--- src/hw/ebt_params.svh ---
// Constants of the eight-bit timer: offsets, fields, resets, timing
// Behaviour
// [RL1] Writing enable 1 starts the timer
// [RL2] Modulo-N reloads at terminal count; single-pass stops
// [RL3] Terminal count sets timeout; write 1 clears
// [RL4] Software clears timeout before enabling timer
// [RL5] First timer clock after enable may be short
// [RL6] Software avoids read-modify-write on timeout bit
// [RL7] Wrap from zero to FFh is no timeout
// [RL8] Stop and status clear act after one tick
// [RL9] Software stops and clears in separate writes
// [RL10] Interrupt enable gates timeout; wake keeps it
// [RL11] Bit 0 routes timer output to pin
// [RL12] Software loads both reloads with FFh first
// [RL13] Demodulation waits for first edge, then counts
// [RL14] Later edges capture complemented count
// [RL15] Edge input pin is selectable for demodulation
// [RL16] Reload chosen by current output level
// [RL17] Rising and falling captures use separate registers
// [RL18] Enabled timeout raises timer interrupt request
`ifndef EBT_PARAMS_SVH
`define EBT_PARAMS_SVH

`define EBT_OFS_CTRL 8'h00
`define EBT_OFS_SHARED 8'h04
`define EBT_OFS_RELOAD_LO 8'h08
`define EBT_OFS_RELOAD_HI 8'h0c
`define EBT_OFS_CAP_RISE 8'h10
`define EBT_OFS_CAP_FALL 8'h14
`define EBT_OFS_COUNT 8'h18
`define EBT_OFS_IRQ_STAT 8'h1c
`define EBT_OFS_IRQ_MASK 8'h20

`define EBT_CTRL_EN 7
`define EBT_CTRL_SP 6
`define EBT_CTRL_TS 5
`define EBT_CTRL_CLK_HI 4
`define EBT_CTRL_CLK_LO 3
`define EBT_CTRL_IE 1
`define EBT_CTRL_ROUTE 0

`define EBT_SH_DEMOD 7
`define EBT_SH_PINSEL 6
`define EBT_SH_EDGE_HI 5
`define EBT_SH_EDGE_LO 4
`define EBT_SH_INIT 1

`define EBT_IRQ_TIMEOUT 0
`define EBT_IRQ_CAPTURE 1

`define EBT_RELOAD_RST 8'hff
`define EBT_COUNT_RST 8'h00
`define EBT_TERMINAL 8'h00
`define EBT_DIV_W 4

`endif

--- src/hw/ebt_pkg.sv ---
// Types shared by the eight-bit timer files
package ebt_pkg;

    typedef enum logic [1:0] {
        EBT_IDLE = 2'b00,
        EBT_WAIT_EDGE = 2'b01,
        EBT_COUNT = 2'b10
    } ebt_state_e;

    typedef struct packed {
        logic en;
        logic sp;
        logic ts;
        logic [1:0] clksel;
        logic ie;
        logic route;
    } ebt_ctrl_s;

    typedef struct packed {
        logic demod;
        logic pinsel;
        logic [1:0] edgesel;
        logic init_lvl;
    } ebt_shared_s;

    typedef struct packed {
        logic we;
        logic sel;
        logic [7:0] data;
    } ebt_cap_wr_s;

endpackage

--- src/hw/ebt_timer.sv ---
// Eight-bit down timer with demodulation capture and APB registers
`timescale 1ns/1ps
`include "ebt_params.svh"
module ebt_timer
    import ebt_pkg::*;
(
    input wire logic pclk, // 50 MHz clock
    input wire logic presetn, // Async reset, active low
    input wire logic psel, // APB select
    input wire logic penable, // APB enable
    input wire logic pwrite, // APB direction
    input wire logic [7:0] paddr, // APB byte address
    input wire logic [31:0] pwdata, // APB write data
    output logic [31:0] prdata, // APB read data
    output logic pready, // APB ready
    output logic pslverr, // APB error on unmapped address
    input wire logic stop_wake_recovery, // Stop-mode recovery pulse
    input wire logic edge_input_pin, // Demodulation input
    input wire logic alt_edge_pin, // Alternate demodulation input
    input wire logic port_out_value, // Ordinary port output level
    output logic timer_output_pin, // Pin carrying timer output
    output logic irq // Level interrupt request
);
    ebt_ctrl_s ctrl_reg, ctrl_next;
    ebt_shared_s sh_reg, sh_next;
    ebt_state_e state_reg, state_next;
    logic [7:0] reload_low_reg, reload_low_next;
    logic [7:0] reload_high_reg, reload_high_next;
    logic [7:0] short_down_counter_reg, short_down_counter_next;
    logic short_counter_output_level_reg, short_counter_output_level_next;
    logic stop_pend_reg, stop_pend_next;
    logic clr_pend_reg, clr_pend_next;
    logic [`EBT_DIV_W-1:0] div_reg, div_next;
    logic edge_prev_reg, edge_prev_next;
    logic [1:0] irq_stat_reg, irq_stat_next;
    logic [1:0] irq_mask_reg, irq_mask_next;
    logic [31:0] prdata_reg, prdata_next;
    logic cap_rd_reg, cap_rd_next;
    logic [7:0] cap_rd_data;
    ebt_cap_wr_s cap_wr;

    logic setup, wr_acc, rd_acc, tick, edge_in, rise, fall, edge_q;
    logic terminal, to_evt;

    function automatic logic [`EBT_DIV_W-1:0] div_mask(
        input logic [1:0] sel);
        div_mask = `EBT_DIV_W'((5'h2 << sel) - 5'h1);
    endfunction

    function automatic logic hit(input logic [7:0] ofs);
        hit = (paddr == ofs);
    endfunction

    function automatic logic mapped(input logic [7:0] a);
        mapped = (a[1:0] == 2'b00) && (a <= `EBT_OFS_IRQ_MASK);
    endfunction

    // Zero-wait slave: setup registers read data, access completes
    assign pready = 1'b1;
    assign setup = psel && !penable;
    assign wr_acc = psel && penable && pwrite && mapped(paddr);
    assign rd_acc = psel && penable && !pwrite && mapped(paddr);
    assign pslverr = psel && penable && !mapped(paddr);
    assign prdata = cap_rd_reg ? {24'h0, cap_rd_data} : prdata_reg;

    // Free-running prescaler, so the first tick lands anywhere
    assign tick = ((div_reg & div_mask(ctrl_reg.clksel))
        == div_mask(ctrl_reg.clksel)); // RL5

    assign edge_in = sh_reg.pinsel ? alt_edge_pin
        : edge_input_pin; // RL15
    assign rise = edge_in && !edge_prev_reg;
    assign fall = !edge_in && edge_prev_reg;
    assign edge_q = (rise && sh_reg.edgesel[0])
        || (fall && sh_reg.edgesel[1]); // RL13

    // Enable gates it too: a wake or stop leaves one cycle in COUNT
    assign terminal = tick && (state_reg == EBT_COUNT) && !sh_reg.demod
        && ctrl_reg.en && (short_down_counter_reg == `EBT_TERMINAL);
    assign to_evt = terminal;

    always_comb begin
        cap_wr.we = (state_reg == EBT_COUNT) && sh_reg.demod
            && edge_q && ctrl_reg.en; // RL14
        cap_wr.sel = fall && !rise; // RL17
        cap_wr.data = ~short_down_counter_reg; // RL14
    end

    ebt_capture_mem u_cap (
        .pclk(pclk),
        .presetn(presetn),
        .wr(cap_wr),
        .rd_sel(paddr[2]),
        .rd_data(cap_rd_data)
    );

    always_comb begin
        ctrl_next = ctrl_reg;
        sh_next = sh_reg;
        reload_low_next = reload_low_reg;
        reload_high_next = reload_high_reg;
        irq_mask_next = irq_mask_reg;
        stop_pend_next = stop_pend_reg;
        clr_pend_next = clr_pend_reg;
        irq_stat_next = irq_stat_reg;
        if (rd_acc && hit(`EBT_OFS_IRQ_STAT)) begin
            irq_stat_next = 2'h0;
        end
        // Events after the read-clear so a same-cycle event survives
        if (to_evt && ctrl_reg.ie) begin
            irq_stat_next[`EBT_IRQ_TIMEOUT] = 1'b1; // RL10 RL18
        end
        if (cap_wr.we) begin
            irq_stat_next[`EBT_IRQ_CAPTURE] = 1'b1;
        end
        if (wr_acc && hit(`EBT_OFS_CTRL)) begin
            ctrl_next.sp = pwdata[`EBT_CTRL_SP];
            ctrl_next.clksel = pwdata[`EBT_CTRL_CLK_HI:`EBT_CTRL_CLK_LO];
            ctrl_next.ie = pwdata[`EBT_CTRL_IE];
            ctrl_next.route = pwdata[`EBT_CTRL_ROUTE];
            if (pwdata[`EBT_CTRL_EN]) begin
                ctrl_next.en = 1'b1; // RL1
                stop_pend_next = 1'b0;
            end else if (ctrl_reg.en) begin
                stop_pend_next = 1'b1; // RL8
            end
            if (pwdata[`EBT_CTRL_TS]) begin
                clr_pend_next = 1'b1; // RL8
            end
        end
        if (wr_acc && hit(`EBT_OFS_SHARED)) begin
            sh_next.demod = pwdata[`EBT_SH_DEMOD];
            sh_next.pinsel = pwdata[`EBT_SH_PINSEL];
            sh_next.edgesel = pwdata[`EBT_SH_EDGE_HI:`EBT_SH_EDGE_LO];
            sh_next.init_lvl = pwdata[`EBT_SH_INIT];
        end
        if (wr_acc && hit(`EBT_OFS_RELOAD_LO)) begin
            reload_low_next = pwdata[7:0];
        end
        if (wr_acc && hit(`EBT_OFS_RELOAD_HI)) begin
            reload_high_next = pwdata[7:0];
        end
        if (wr_acc && hit(`EBT_OFS_IRQ_MASK)) begin
            irq_mask_next = pwdata[1:0];
        end
        // Deferred stop and clear act on the timer clock
        if (tick && stop_pend_reg) begin
            ctrl_next.en = 1'b0; // RL8
            stop_pend_next = 1'b0;
        end
        if (tick && clr_pend_reg) begin
            ctrl_next.ts = 1'b0; // RL3 RL8
            clr_pend_next = 1'b0;
        end
        if (terminal && ctrl_reg.sp) begin
            ctrl_next.en = 1'b0; // RL2
        end
        if (to_evt) begin
            ctrl_next.ts = 1'b1; // RL3
        end
        if (stop_wake_recovery) begin
            ctrl_next.en = 1'b0;
            ctrl_next.sp = 1'b0;
            ctrl_next.clksel = 2'h0;
            ctrl_next.route = 1'b0;
            stop_pend_next = 1'b0; // RL10
        end
    end

    always_comb begin
        state_next = state_reg;
        short_down_counter_next = short_down_counter_reg;
        short_counter_output_level_next = short_counter_output_level_reg;
        case (state_reg)
            EBT_IDLE: begin
                if (ctrl_reg.en) begin
                    short_counter_output_level_next = sh_reg.init_lvl;
                    if (sh_reg.demod) begin
                        state_next = EBT_WAIT_EDGE;
                    end else begin
                        state_next = EBT_COUNT;
                        short_down_counter_next = sh_reg.init_lvl
                            ? reload_high_reg : reload_low_reg; // RL16
                    end
                end
            end
            EBT_WAIT_EDGE: begin
                if (edge_q) begin
                    state_next = EBT_COUNT; // RL13
                    short_down_counter_next = short_counter_output_level_reg
                        ? reload_high_reg : reload_low_reg; // RL16
                end
            end
            EBT_COUNT: begin
                if (terminal) begin
                    short_counter_output_level_next =
                        !short_counter_output_level_reg;
                    if (ctrl_reg.sp) begin
                        state_next = EBT_IDLE; // RL2
                    end else begin
                        short_down_counter_next =
                            short_counter_output_level_reg
                            ? reload_low_reg : reload_high_reg; // RL2 RL16
                    end
                end else if (tick) begin
                    // In demodulation zero simply wraps to FFh
                    short_down_counter_next =
                        short_down_counter_reg - 8'h01; // RL7
                end
            end
            default: begin
                state_next = EBT_IDLE;
            end
        endcase
        if (!ctrl_reg.en) begin
            state_next = EBT_IDLE;
        end
    end

    always_comb begin
        div_next = div_reg + `EBT_DIV_W'(1);
        edge_prev_next = edge_in;
        cap_rd_next = setup && !pwrite && (paddr == `EBT_OFS_CAP_RISE
            || paddr == `EBT_OFS_CAP_FALL);
        prdata_next = prdata_reg;
        if (setup) begin
            case (paddr)
                `EBT_OFS_CTRL: prdata_next = {24'h0, ctrl_reg.en,
                    ctrl_reg.sp, ctrl_reg.ts, ctrl_reg.clksel, 1'b0,
                    ctrl_reg.ie, ctrl_reg.route};
                `EBT_OFS_SHARED: prdata_next = {24'h0, sh_reg.demod,
                    sh_reg.pinsel, sh_reg.edgesel, 2'h0, sh_reg.init_lvl,
                    1'b0};
                `EBT_OFS_RELOAD_LO: prdata_next = {24'h0, reload_low_reg};
                `EBT_OFS_RELOAD_HI: prdata_next = {24'h0, reload_high_reg};
                `EBT_OFS_COUNT: prdata_next =
                    {24'h0, short_down_counter_reg};
                `EBT_OFS_IRQ_STAT: prdata_next = {30'h0, irq_stat_reg};
                `EBT_OFS_IRQ_MASK: prdata_next = {30'h0, irq_mask_reg};
                default: prdata_next = 32'h0;
            endcase
        end
    end

    always_ff @(posedge pclk or negedge presetn) begin
        if (!presetn) begin
            ctrl_reg <= '0;
            sh_reg <= '0;
            state_reg <= EBT_IDLE;
            reload_low_reg <= `EBT_RELOAD_RST;
            reload_high_reg <= `EBT_RELOAD_RST;
            short_down_counter_reg <= `EBT_COUNT_RST;
            short_counter_output_level_reg <= 1'b0;
            stop_pend_reg <= 1'b0;
            clr_pend_reg <= 1'b0;
            div_reg <= '0;
            edge_prev_reg <= 1'b0;
            irq_stat_reg <= 2'h0;
            irq_mask_reg <= 2'h0;
            prdata_reg <= 32'h0;
            cap_rd_reg <= 1'b0;
        end else begin
            ctrl_reg <= ctrl_next;
            sh_reg <= sh_next;
            state_reg <= state_next;
            reload_low_reg <= reload_low_next;
            reload_high_reg <= reload_high_next;
            short_down_counter_reg <= short_down_counter_next;
            short_counter_output_level_reg <=
                short_counter_output_level_next;
            stop_pend_reg <= stop_pend_next;
            clr_pend_reg <= clr_pend_next;
            div_reg <= div_next;
            edge_prev_reg <= edge_prev_next;
            irq_stat_reg <= irq_stat_next;
            irq_mask_reg <= irq_mask_next;
            prdata_reg <= prdata_next;
            cap_rd_reg <= cap_rd_next;
        end
    end

    assign timer_output_pin = ctrl_reg.route
        ? short_counter_output_level_reg : port_out_value; // RL11
    assign irq = |(irq_stat_reg & irq_mask_reg); // RL18

    property p_wrap;
        @(posedge pclk) disable iff (!presetn)
        tick && state_reg == EBT_COUNT && sh_reg.demod && ctrl_reg.en
        && short_down_counter_reg == 8'h00
        |=> short_down_counter_reg == 8'hff && !$rose(ctrl_reg.ts);
    endproperty
    a_wrap: assert property (p_wrap) // RL7
        else $error("wrap to FFh misbehaved");

    property p_ts_set;
        @(posedge pclk) disable iff (!presetn)
        terminal |=> ctrl_reg.ts;
    endproperty
    a_ts_set: assert property (p_ts_set) // RL3
        else $error("timeout not set at terminal count");

    property p_ts_hold;
        @(posedge pclk) disable iff (!presetn)
        ctrl_reg.ts && !(tick && clr_pend_reg) |=> ctrl_reg.ts;
    endproperty
    a_ts_hold: assert property (p_ts_hold) // RL3
        else $error("timeout cleared without deferred write");

    property p_stop_wait;
        @(posedge pclk) disable iff (!presetn)
        stop_pend_reg && !tick && !stop_wake_recovery && !terminal
        |=> ctrl_reg.en;
    endproperty
    a_stop_wait: assert property (p_stop_wait) // RL8
        else $error("stop acted before the timer clock");

    property p_single;
        @(posedge pclk) disable iff (!presetn)
        terminal && ctrl_reg.sp |=> state_reg == EBT_IDLE && !ctrl_reg.en;
    endproperty
    a_single: assert property (p_single) // RL2
        else $error("single-pass did not stop");

    property p_modn;
        @(posedge pclk) disable iff (!presetn)
        terminal && !ctrl_reg.sp && !stop_wake_recovery && !stop_pend_reg
        |=> state_reg == EBT_COUNT && short_down_counter_reg ==
        ($past(short_counter_output_level_reg)
        ? $past(reload_low_reg) : $past(reload_high_reg));
    endproperty
    a_modn: assert property (p_modn) // RL2
        else $error("modulo-N reload wrong");

    property p_wait;
        @(posedge pclk) disable iff (!presetn)
        state_reg == EBT_WAIT_EDGE && !edge_q && ctrl_reg.en
        && !stop_wake_recovery && !(tick && stop_pend_reg)
        |=> state_reg == EBT_WAIT_EDGE;
    endproperty
    a_wait: assert property (p_wait) // RL13
        else $error("count started without an edge");

    property p_cap;
        @(posedge pclk) disable iff (!presetn)
        cap_wr.we |=> u_cap.mem_reg[$past(cap_wr.sel)]
        == ~$past(short_down_counter_reg);
    endproperty
    a_cap: assert property (p_cap) // RL14
        else $error("capture value is not the complement");

    property p_route;
        @(posedge pclk) disable iff (!presetn)
        ctrl_reg.route |-> timer_output_pin
        == short_counter_output_level_reg;
    endproperty
    a_route: assert property (p_route) // RL11
        else $error("timer output not on pin");

    property p_irq;
        @(posedge pclk) disable iff (!presetn)
        to_evt && ctrl_reg.ie && irq_mask_reg[0]
        && !(wr_acc && hit(`EBT_OFS_IRQ_MASK)) |=> irq;
    endproperty
    a_irq: assert property (p_irq) // RL10
        else $error("enabled timeout raised no interrupt");
endmodule

--- src/hw/ebt_capture_mem.sv ---
// Two-word capture store with registered read data
`timescale 1ns/1ps
`include "ebt_params.svh"
module ebt_capture_mem
    import ebt_pkg::*;
(
    input wire logic pclk, // Clock
    input wire logic presetn, // Async reset, active low
    input wire ebt_cap_wr_s wr, // Write request
    input wire logic rd_sel, // Read word: 0 rising, 1 falling
    output logic [7:0] rd_data // Registered read data
);
    logic [7:0] mem_reg [2];
    logic [7:0] mem_next [2];
    logic [7:0] rd_next;

    always_comb begin
        mem_next[0] = mem_reg[0];
        mem_next[1] = mem_reg[1];
        if (wr.we) begin
            mem_next[wr.sel] = wr.data; // RL17
        end
        rd_next = mem_reg[rd_sel];
    end

    always_ff @(posedge pclk or negedge presetn) begin
        if (!presetn) begin
            mem_reg[0] <= `EBT_COUNT_RST;
            mem_reg[1] <= `EBT_COUNT_RST;
            rd_data <= `EBT_COUNT_RST;
        end else begin
            mem_reg[0] <= mem_next[0];
            mem_reg[1] <= mem_next[1];
            rd_data <= rd_next;
        end
    end

    property p_hold;
        @(posedge pclk) disable iff (!presetn)
        !wr.we |=> mem_reg[0] == $past(mem_reg[0]);
    endproperty
    a_hold: assert property (p_hold) // RL17
        else $error("capture word changed without a write");
endmodule

--- config.mk ---
export PLATFORM = sky130hd
export DESIGN_NAME = ebt_timer
export DESIGN_NICKNAME = d
export VERILOG_FILES = /design/src/hw/ebt_pkg.sv /design/src/hw/ebt_timer.sv /design/src/hw/ebt_capture_mem.sv
export VERILOG_INCLUDE_DIRS = /design/src /design/src/hw
export SDC_FILE = /design/constraint.sdc
export NUM_CORES = 1
export LEC_CHECK = 0
export BUFFER_PORTS_ARGS = -buffer_cell sky130_fd_sc_hd__clkbuf_2
export CAP_MARGIN = 20
export CORE_ASPECT_RATIO = 1.1
export CORE_MARGIN = 4
export CORE_UTILIZATION = 56
export CTS_CLUSTER_SIZE = 8
export DETAILED_ROUTE_END_ITERATION = 8
export GPL_TIMING_DRIVEN = 0
export PLACE_DENSITY_LB_ADDON = 0.1
export SLEW_MARGIN = 20
export SYNTH_ARGS = -nofsm -noshare
export SYNTH_HDL_FRONTEND = slang
export SYNTH_SLANG_ARGS = --single-unit
--- constraint.sdc ---
create_clock -name pclk -period 2.91 [get_ports pclk]
set_input_delay 0.1455 -clock pclk [delete_from_list [all_inputs] [get_ports pclk]]
set_output_delay 0.1455 -clock pclk [all_outputs]
set_load 0.01 [all_outputs]
==> results of run 1 <==
-- repair_timing --
action,in CTS,in global routing
setup endpoints to repair,6,11
gates resized for setup,2,2
hold buffers,1,0
hold endpoints to repair,27,0
-- Yosys cell counts, types with 2 or more instances --
cell      instances  area share [%]
a211oi_1         10             1.6
a21o_1            2            0.31
a21oi_1          13             1.4
a221oi_1          2            0.37
a22o_1            4            0.73
a22oi_1           2            0.31
a311oi_1          2            0.37
a31oi_1           9             1.2
and3_1            4            0.52
buf_1             5            0.39
buf_4            25             3.9
clkbuf_1         21             1.6
conb_1            2            0.16
dfrtp_1          67              35
dfstp_2          16             8.8
ha_1              7             1.8
inv_1            15             1.2
mux2_2           41             9.7
mux2i_1          28             5.9
nand2_1          47             3.7
nand2b_1          6            0.79
nand3_1          12             1.3
nand3b_1          2            0.31
nand4_1          14             1.8
nor2_1           10            0.79
nor2b_1          10             1.3
nor3_1            7            0.73
nor3b_1           3            0.47
nor4_1            2            0.26
o211a_1           2            0.42
o211ai_1          3            0.47
o21a_1            2            0.31
o21ai_0          46             4.8
o22ai_1           4            0.52
o31ai_1          12             1.9
o32ai_1           2            0.37
or4_1             2            0.31
xnor2_1           5            0.92
xor2_1            2            0.37
-- critical path, cell delays in order (launching register included) --
cell and delay, ps:
dfrtp_1 430, inv_1 100, ha_1 140, clkbuf_1 330
nor4bb_4 350, nand4_1 170, a31oi_2 440, or2_2 180
clkbuf_1 310, o31ai_1 160
-- worst min path at each step --
stage	start	to	slack [ps]	cells after the start
2_1_floorplan	presetn	cap_rd_reg$_DFF_PN0_	-150	0
3_3_place_gp	paddr[5]	cap_rd_reg$_DFF_PN0_	400	2
3_5_place_dp	presetn	u_cap.mem_reg[5]$_DFFE_PN0P_	130	1
4_1_cts	stop_wake_recovery	ctrl_reg[2]$_DFFE_PN0P_	20	2
5_1_grt	stop_wake_recovery	ctrl_reg[3]$_DFFE_PN0P_	20	2
6_report	stop_wake_recovery	ctrl_reg[2]$_DFFE_PN0P_	40	2
-- layer usage --
| layer | part of all wire (%) | wire, µm | vias up | track usage (%) |
|---|---|---|---|---|
| met1 | 43 | 5109 | 1923 | 33.93 |
| met2 | 50 | 6046 | 128 | 40.36 |
| li1 | - | - | 1852 | - |
| met5 | 0 | 0 | - | 0 |
| met3 | 4.8 | 578 | 23 | 4.896 |
| met4 | 2.3 | 272 | 0 | 7.825 |
-- layout make-up --
type                            instances  area share, %
Tap cell                              111          2.556
Multi-Input combinational cell        354          44.81
Sequential cell                        83          38.59
Inverter                               16          1.105
Timing Repair Buffer                   35          3.776
Clock buffer                           10          2.349
Buffer                                 52          5.480
Clock inverter                          6          1.335
-- through the flow --
step	utilization, %	cells	setup TNS, ps
6_report	64.97	667	0
5_1_grt	64.97	667	-15.10
4_1_cts	64.83	668	0
3_5_place_dp	62.18	651	-88.87
3_3_place_gp	61.82	650	-58.05
2_1_floorplan	-	506	0
-- power by group --
group | switching, W | total (W) | internal, W
Clock | 0.000445 | 0.000851 | 0.000406
Combinational | 0.0000828 | 0.000135 | 0.0000521
Sequential | 0.000000934 | 0.00116 | 0.00115
Total | 0.000529 | 0.00214 | 0.00161
-- kinds of logic (layout without fill, tap and decap cells) --
| logic type | count (synthesis) | after routing | share of synthesized area (%) |
|---|---|---|---|
| simple gates | 126 | 126 | 13.90 |
| other cells | 2 | 25 | 0.1571 |
| buf+inv | 69 | 119 | 7.563 |
| fa+ha+maj | 7 | 7 | 1.832 |
| compound gates | 120 | 120 | 15.89 |
| mux | 69 | 69 | 15.52 |
| flops | 83 | 83 | 43.86 |
| xor+xnor | 7 | 7 | 1.282 |
==> impl.org, run 1 <==
** Final layout
- The net count of the finished layout is 607.
- Multi-input combinational cell area :: 2435 µm²
- The sequential cells in the finished layout cover a total of 2097 µm².
- Commonest non-fill, non-tap cells in the layout :: 67 x dfrtp_1, 47 x nand2_1, 46 x o21ai_0
- The area growth from synthesis to layout is 13.66%.
- Max reg flops :: 16
- The finished cells cover 5434 µm².
- Most common cell after layout, fill and taps aside :: dfrtp_1
- The layout has 704 filler cells.
- The post-route netlist has 25.18% of its cells at a drive strength greater than 1.
- 0 antenna diodes ended up in the layout.

** Setup path
- Number of cells on the worst reg-to-reg path :: 9
- The critical path in this run is classified as reg2reg.
- For the worst setup path, the data required time is 3140 ps.
- The worst setup path is captured at a flip-flop.
- Critical path endpoint :: short_down_counter_reg[0]$_DFFE_PN0P_
- Startpoint Class :: flip-flop
- R2R Path End :: short_down_counter_reg[0]$_DFFE_PN0P_
- Critical path peak fanout :: 9
- Critical register-to-register path startpoint :: state_reg[0]$_DFFE_PN0P_
- Data arrival time of the worst path :: 2980 ps
- The most critical setup path has its startpoint at state_reg[0]$_DFFE_PN0P_.
- The setup check on the worst reg-to-reg path leaves a slack of 160 ps.

** STA
- After layout, the worst path uses 94.41% of the clock period.
- Final worst setup slack :: 162.6 ps
- Actual slew at the worst max-slew pin :: 646.6 ps
- Final setup fails :: 0
- Number of hold violations in the final report :: 0
- The number of max-slew violations in the final report was 0.
- Hold Worst Slack :: 35.07 ps
- Worst rel slew slack :: 56.90%
- Shortest period the worst path allows :: 2747 ps
- Across the routed clock network, the largest skew measured is 9.541 ps.
- Derived from the worst setup path, the maximum achievable clock frequency is 0.3640 GHz.

** Floorplanning
- After floorplanning, the core was sized to cover 8364 µm².
- Number of rows in the core area :: 35
- Measured along the x axis, the die boundary spans 96.10 µm.
- Die area :: 10,080 µm²
- Once the floorplan was initialized, standard cells occupied 57.16% of the core.
- Measured along the y axis, the die boundary spans 104.9 µm.
- 85 I/O pins were placed.

** Global route
- GR Overflow Total :: 0
- The initial antenna violation count came to 0.
- Global routing consumed, over all layers together, 25.13% of the routing resources.
- Pin count of the biggest net entering global routing :: 57
- The first global-routing pass estimated 19,550 µm of wire.
- The number of global-route vias before repair was 3,791.

** Detailed routing
- Using the TritonRoute via totals, the vias-per-cell ratio works out to 5.886.
- Post-Route WL :: 12,010 µm
- Count of nets left with antenna violations after detail routing :: 0
- The first detailed-routing pass took 5 iterations.
- DR DRC count :: 0
- Total via count in the routed design :: 3,926
- Wirelength per Cell :: 18.00 µm
- Count of routing violations after the opening detailed-route iteration :: 221

** Synth
- In this run, synthesis inferred 0 flip-flops with an integrated enable.
- Yosys printed 0 warnings.
- The number of different library cells used by synthesis comes to 54.
- For this run, the leading register cell type out of synthesis is dfrtp_1.
- Sequential cells were found to cover 43.86% of the synthesized design area.
- The synthesized netlist occupies a cell area of 4781 µm².
- After synthesis, the share of flip-flops with an asynchronous set or reset is 100.0%.
- Each instance of the synthesized netlist takes up on average 9.898 µm².
- Counting flops and latches in the post-synthesis netlist gives 83.
- Cells after synthesis :: 483

** Outcome
- Run status :: completed

** Clock network
- The cell sitting at the root of the clock tree is a clkbuf_8.
- In this run, CTS created clock tree buffers numbering 9.
- CTS tree :: yes
- Bufs on Longest Clock Path :: 2
- Once the clock tree was built, the setup fixing pass inserted 0 buffers.
- The clock net in this run drives a total of 83 sinks.
- CTS built an H-tree with a depth of 3.
- At the later pin of the worst-skew pair, clock insertion delay measures 360 ps.
- Clock-pin transition on the worst setup and hold timing paths :: 90 ps

** Pwr
- Design Power :: 0.002141 W
- Worst ir drop on vdd :: 0.2071 mV
- Power spread over the standard cell area amounts to 394.0 nW/µm².
- Leakage power of the design :: 2.418 nW

** Run
- Number of maximum-capacitance violations :: 0

** Placement
- Routability Congestion :: 0.9243
- PortBufs :: 33
- Post-place instance area :: 5201 µm²
- Setup slack at placement :: -43.96 ps
- Detailed placement ended at an HPWL of 9035 µm.

** Min path
- The path class of the tightest hold or removal check is in2reg.
Power figures use the tool's default switching activity.
==> run 2: changes to the inputs <==
Settings changed: PLACE_DENSITY_LB_ADDON 0.1 to 0.05, SKIP_CTS_REPAIR_TIMING set to 1.
==> run 2 against run 1 <==
Effect of this change: fmax increased by 0.24%; setup slack improved by 6.6 ps; final cell count up 0.15%; critical path type unchanged.
==> impl.org, run 2 (synthesis results as in run 1) <==
** Outcome
- Run status: completed (unchanged).

** Clock network
- Clock root buffer :: clkbuf_8 (unchanged)
- Bufs on Longest Clock Path :: 2 (unchanged)
- The clock insertion delay at the later pin of the skew report was 370 ps (was 360 ps).
- Number of CTS-inserted buffers :: 9 (unchanged)
- Clock-pin transition on the worst setup and hold timing paths :: 90 ps (about the same)
- The CTS tree is yes (unchanged).
- The deepest level of the CTS H-tree is 3 (unchanged).
- Number of clock sinks seen by CTS :: 83 (unchanged)

** Floorplanning
- The initial standard-cell utilization of the core was 57.16% (unchanged).
- Die area :: 10,080 µm² (unchanged)
- Area of the core :: 8364 µm² (unchanged)
- Number of rows in the core area :: 35 (unchanged)
- I/O pin cnt :: 85 (unchanged)
- The height of the chip came to 104.9 µm (unchanged).
- The floorplan die width is 96.10 µm (unchanged).

** Final layout
- The proportion of layout cells with a drive suffix above 1 is 25.31% (was 25.18%).
- The count of filler cells inserted in the layout was 695 (was 704).
- The flip-flop count of the largest register after layout came to 16 (unchanged).
- Total Nets Final :: 608 (was 607)
- Commonest non-fill, non-tap cells in the layout :: 67 x dfrtp_1, 47 x nand2_1, 46 x o21ai_0 (unchanged)
- Post-Layout Cell Count :: 668 (was 667)
- The most common cell after layout, fill and taps aside is dfrtp_1 (unchanged).
- Flip-flop and latch area :: 2097 µm² (unchanged)
- The layout overhead on the synthesized area was 14.24% (was 13.66%).
- The total area of multi-input combinational cells came to 2444 µm² (was 2435 µm²).
- Antenna cells :: 0 (unchanged)
- The post-route standard cell area excluding fillers was 5461 µm² (was 5434 µm²).

** Detailed routing
- The routed wire length was 12,310 µm (was 12,010 µm).
- The count of vias placed by the detailed router is 3,893 (was 3,926).
- The number of optimization iterations in the first detailed-route pass came to 4 (was 5).
- The number of DRC violations after detailed-routing iteration 0 came to 247 (was 221).
- The average detailed-routed wire length per instance is 18.43 µm (was 18.00 µm).
- Ratio of routed vias to standard cells :: 5.828 (was 5.886)
- The DRC violation count after routing was 0 (unchanged).
- The number of nets with antenna violations after detailed routing came to 0 (unchanged).

** Setup path
- Startpoint of the worst setup timing path :: state_reg[0]$_DFFE_PN0P_ (unchanged)
- The launching element type of the critical path is a flip-flop (unchanged).
- Endpoint required time on the critical path :: 3160 ps (was 3140 ps)
- The slowest cell on the critical path is dfrtp_1 (was a31oi_2).
- Cell mode on critical path :: clkbuf_1 (unchanged)
- Kind of critical path :: reg2reg (unchanged)
- Bufs and invs on worst path :: 3 (unchanged)
- Critical Path, Cell by Cell :: inv_1, ha_1, clkbuf_1, nor4bb_4, and3_1, clkbuf_1, nand3_1, a211oi_1, o32ai_1 (was inv_1, ha_1, clkbuf_1, nor4bb_4, nand4_1, a31oi_2, or2_2, clkbuf_1, o31ai_1)
- The endpoint kind of the worst setup timing path is a flip-flop (unchanged).
- Kind of cell adding the most delay to the critical path :: simple AND/OR/NAND/NOR gates (was buffers and inverters)
- The maximum net fanout on the critical path is 8 (was 9).
- The data arrival time at the worst-slack endpoint is 2990 ps (was 2980 ps).
- Critical register-to-register path startpoint :: state_reg[0]$_DFFE_PN0P_ (unchanged)
- The largest stage delay on the critical path came to 420 ps (was 440 ps).

** STA
- Hold Worst Slack :: 17.17 ps (was 35.07 ps)
- Final cycle utilization of the critical path :: 94.19% (was 94.41%)
- Shortest period the worst path allows :: 2741 ps (was 2747 ps)
- RSZ-0062 raised after global routing :: false
- The worst clock skew on the final layout came to 10.52 ps (was 9.541 ps).
- The relative slew slack came to 59.13% (was 56.90%).
- Slew Limit Fails :: 0 (unchanged)
- The highest achievable clock rate is 0.3649 GHz (was 0.3640 GHz).
- Number of hold violations in the final report :: 0 (unchanged)
- The actual transition at the worst max-transition pin came to 608.9 ps (was 646.6 ps).
- The setup violation total in the final timing report was 0 (unchanged).
- The setup TNS was 0 ps (unchanged).

** Global route
- First-pass GRT wire length :: 19,840 µm (was 19,550 µm)
- Pin count of the biggest net entering global routing :: 45 (was 57)
- The number of global-route vias before repair was 3,728 (was 3,791).
- The final global-route overflow total was 0 (unchanged).
- Total routing usage reported by global routing :: 25.95% (was 25.13%)
- Antenna violations before repair :: 0 (unchanged)

** Pwr
- Leakage power of the design :: 2.435 nW (was 2.418 nW)
- Net Sw Power :: 0.0005493 W (was 0.0005286 W)
- Part of the power in combinational logic :: 6.0% (was 6.3%)
- Internal power :: 0.001695 W (was 0.001612 W)
- The switching power share of the total is 24.47% (was 24.69%).
- Share of power burned in the clock network :: 42.5% (was 39.7%)
- The largest vdd supply drop came to 0.2763 mV (was 0.2071 mV).
- Design Power :: 0.002244 W (was 0.002141 W)
- Total power divided by cell area :: 411.0 nW/µm² (was 394.0 nW/µm²)
- Register share of total power :: 51.5% (was 54.0%)

** Run
- Number of maximum-capacitance violations :: 0 (unchanged)

** Placement
- Half-perimeter wire length after detailed placement :: 9257 µm (was 9035 µm)
- The area after detailed placement is 5194 µm² (was 5201 µm²).
- Cell count after placement :: 651 (unchanged)
- Routability Congestion :: 0.8700 (was 0.9243)
- The port buffer count is 33 (unchanged).

** Min path
- The type of the tightest min-delay check was in2reg (unchanged).
- The launch instance of the worst min-delay path was paddr[5] (was stop_wake_recovery).
==> run 2: layout make-up <==
type                            count  share of cell area [%]
Multi-Input combinational cell    354                   44.74
Sequential cell                    83                   38.40
Buffer                             53                   5.521
Timing Repair Buffer               35                   3.620
Tap cell                          111                   2.543
Clock buffer                        9                   2.268
Clock inverter                      7                   1.810
Inverter                           16                   1.100
==> run 2: worst paths after layout <==
| kind | slack [ps] | depth (start not counted) | to |
|---|---|---|---|
| setup / recovery | 170 | 9 | short_down_counter_reg[6]$_DFFE_PN0P_ |
| hold / removal | 20 | 2 | cap_rd_reg$_DFF_PN0_ |
| setup reg to reg | 170 | 9 | short_down_counter_reg[6]$_DFFE_PN0P_ |
| hold reg to reg | 480 | 1 | div_reg[3]$_DFF_PN0_ |
| max in group asynchronous | 1890 | 3 | reload_low_reg[0]$_DFFE_PN1P_ |
| min in group asynchronous | 330 | 2 | u_cap.mem_reg[2]$_DFFE_PN0P_ |
==> run 2: power groups by stage <==
stage	combinational [W]	sequential, W	clock [W]
5_1_grt	0.000149	0.00116	0.00102
6_report	0.000134	0.00116	0.000955
3_3_place_gp	0.000126	0.00118	0
4_1_cts	0.000132	0.00116	0.000960
3_5_place_dp	0.000132	0.00118	0
2_1_floorplan	0.0000716	0.00118	0
==> run 2: per-layer routing <==
metal / up-vias / part of all wire (%) / global-route usage [%]
met5: - / 0 / 0
li1: 1849 / - / -
met4: 0 / 2.6 / 8.943
met2: 122 / 51 / 41.64
met1: 1900 / 41 / 34.74
met3: 22 / 5.4 / 4.968
==> run 2: stage by stage <==
stage	setup slack (ps)	utilization (%)
CTS	-146.0	64.76
detailed placement	-120.4	62.09
finish	169.2	65.30
floorplan	640.2	-
global placement	-49.51	61.82
global route	15.49	65.30
==> run 3: changes to the inputs <==
Clock period 2.91 ns to 2.7 ns, I/O delays scaled along.
==> run 3 against run 2 <==
Effect of this change: setup slack worse by 1.9 ps; first-iteration DRC count is 8.9% higher; die area unchanged; critical path type unchanged; total power increased by 7.8%.
==> impl.org, run 3 (synthesis results as in run 1) <==
** Floorplanning
- The height of the chip came to 104.9 µm (unchanged).
- Area of the core :: 8364 µm² (unchanged)
- The floorplan die area is 10,080 µm² (unchanged).
- The floorplan die width was 96.10 µm (unchanged).
- The number of core rows came to 35 (unchanged).
- Starting Density :: 57.16% (unchanged)
- The number of top-level pins is 85 (unchanged).

** Setup path
- The launching element type of the critical path is a flip-flop (unchanged).
- Data arrival time of the worst path :: 2770 ps (was 2990 ps)
- Type of element capturing the critical path :: flip-flop (unchanged)
- Critical path peak fanout :: 8 (unchanged)
- The critical setup path kind is reg2reg (unchanged).
- Endpoint required time on the critical path :: 2940 ps (was 3160 ps)

** Final layout
- The final core utilization was 65.33% (was 65.30%).
- The layout overhead on the synthesized area came to 14.29% (was 14.24%).
- Total Nets Final :: 607 (was 608)
- Max reg flops :: 16 (unchanged)
- The antenna diode instance count is 0 (unchanged).
- Post-Layout Cell Count :: 667 (was 668)
- Commonest non-fill, non-tap cells in the layout :: 67 x dfrtp_1, 47 x nand2_1, 46 x o21ai_0 (unchanged)
- Number of fill cells :: 694 (was 695)
- Fraction of final layout cells with drive strength greater than 1 :: 25.72% (was 25.31%)
- Post-route cell area :: 5464 µm² (was 5461 µm²)
- The most common cell after layout, fill and taps aside is dfrtp_1 (unchanged).

** STA
- The actual transition at the worst max-transition pin is 621.9 ps (was 608.9 ps).
- Shortest period the worst path allows :: 2533 ps (was 2741 ps)
- Clock tree skew after final layout :: 10.99 ps (was 10.52 ps)
- Number of hold violations in the final report :: 0 (unchanged)
- Max Clk Rate :: 0.3948 GHz (was 0.3649 GHz)
- Final setup fails :: 0 (unchanged)
- RSZ-0062 raised after global routing: false (unchanged).
- Slew Limit Fails :: 0 (unchanged)
- Final cycle utilization of the critical path :: 93.81% (was 94.19%)
- Hold Worst Slack :: 5.301 ps (was 17.17 ps)
- The relative slew slack came to 58.54% (was 59.13%).

** Placement
- The area after detailed placement came to 5194 µm² (unchanged).
- PortBufs :: 33 (unchanged)
- The number of cells in the design after placement came to 651 (unchanged).
- Routability Congestion :: 0.8700 (unchanged)
- Half-perimeter wire length after detailed placement :: 9257 µm (unchanged)

** Detailed routing
- Count of nets left with antenna violations after detail routing :: 0 (unchanged)
- Post-Route WL :: 12,350 µm (was 12,310 µm)
- Count of routing violations after the opening detailed-route iteration :: 269 (was 247)
- The DRC violation count after routing was 0 (unchanged).
- Detailed-router iteration count before antenna repair :: 5 (was 4)
- Wirelength per Cell :: 18.52 µm (was 18.43 µm)
- The count of vias placed by the detailed router is 3,874 (was 3,893).
- The average via count per standard cell came to 5.808 (was 5.828).

** Pwr
- The post-route total power came to 0.002420 W (was 0.002244 W).
- The standby leakage power is 2.431 nW (was 2.435 nW).
- The largest vdd supply drop was 0.2978 mV (was 0.2763 mV).
- The power density relative to cell area was 443.0 nW/µm² (was 411.0 nW/µm²).

** Clock network
- The clock insertion delay at the later pin of the skew report came to 370 ps (about the same).
- The number of buffers added by the clock tree synthesis step is 9 (unchanged).
- The sink count of the clock tree was 83 (unchanged).
- The number of buffers between clock root and the deepest sink was 2 (unchanged).
- Clock root buffer :: clkbuf_8 (unchanged)
- The deepest level of the CTS H-tree was 3 (unchanged).
- The CTS tree was yes (unchanged).
- The clock-pin slew on the worst setup and hold paths came to 90 ps (about the same).

** Global route
- The number of global-route vias before repair is 3,728 (unchanged).
- The maximum number of pins on one net before global-route repair came to 45 (unchanged).
- First-pass GRT wire length :: 19,840 µm (unchanged)
- The initial antenna violation count was 0 (unchanged).
- The total routing usage reported by global routing was 25.95% (unchanged).
- The final global-route overflow total came to 0 (unchanged).

** Run
- Number of maximum-capacitance violations :: 0 (unchanged)

** Min path
- The type of the tightest min-delay check was in2reg (unchanged).

** Outcome
- Run status: completed (unchanged).
==> run 3: worst paths after layout <==
check / start / depth (start not counted) / endpoint / slack [ps]
max in group asynchronous: presetn / 3 / reload_low_reg[0]$_DFFE_PN1P_ / 1680
min reg2reg: div_reg[3]$_DFF_PN0_ / 1 / div_reg[3]$_DFF_PN0_ / 480
max: short_down_counter_reg[0]$_DFFE_PN0P_ / 8 / short_down_counter_reg[5]$_DFFE_PN0P_ / 170
min in group asynchronous: presetn / 2 / u_cap.mem_reg[2]$_DFFE_PN0P_ / 320
max reg2reg: short_down_counter_reg[0]$_DFFE_PN0P_ / 8 / short_down_counter_reg[5]$_DFFE_PN0P_ / 170
min: paddr[5] / 2 / cap_rd_reg$_DFF_PN0_ / 5
==> run 3: layout make-up <==
cell class	instances	area, µm²	area share (%)
Clock buffer	9	123.9	2.267
Inverter	16	60.06	1.099
Clock inverter	7	98.84	1.809
Buffer	52	297.8	5.450
Multi-Input combinational cell	354	2450	44.84
Tap cell	111	138.9	2.542
Timing Repair Buffer	35	197.7	3.618
Sequential cell	83	2097	38.38
==> run 3: stage by stage <==
step / setup WS (ps) / setup TNS (ps)
2_1_floorplan: 430.2 / 0
3_3_place_gp: -259.5 / -1640
3_5_place_dp: -330.4 / -2560
4_1_cts: -356.0 / -2926
5_1_grt: 5.450 / 0
6_report: 167.3 / 0
==> run 3: per-layer routing <==
metal | wire length (µm) | track usage (%) | vias to the layer above | part of all wire, %
li1 | - | - | 1843 | -
met2 | 6271 | 41.64 | 107 | 51
met3 | 593 | 4.968 | 23 | 4.8
met1 | 5182 | 34.74 | 1901 | 42
met5 | 0 | 0 | - | 0
met4 | 304 | 8.943 | 0 | 2.5
==> run 3: power breakdown <==
part	internal [W]	total (W)	leakage, nW	switching (W)
Sequential	0.00124	0.00125	1.09	0.000000934
Clock	0.000528	0.00103	0.110	0.000502
Combinational	0.0000551	0.000145	1.23	0.0000902
==> run 3: worst max-delay path, stage by stage, from the launching register on <==
cell,delay [ps]
dfrtp_1,490
inv_1,130
ha_1,190
nor4bb_4,380
and3_1,200
clkbuf_1,320
nand3_1,250
a311oi_1,330
o31ai_1,120
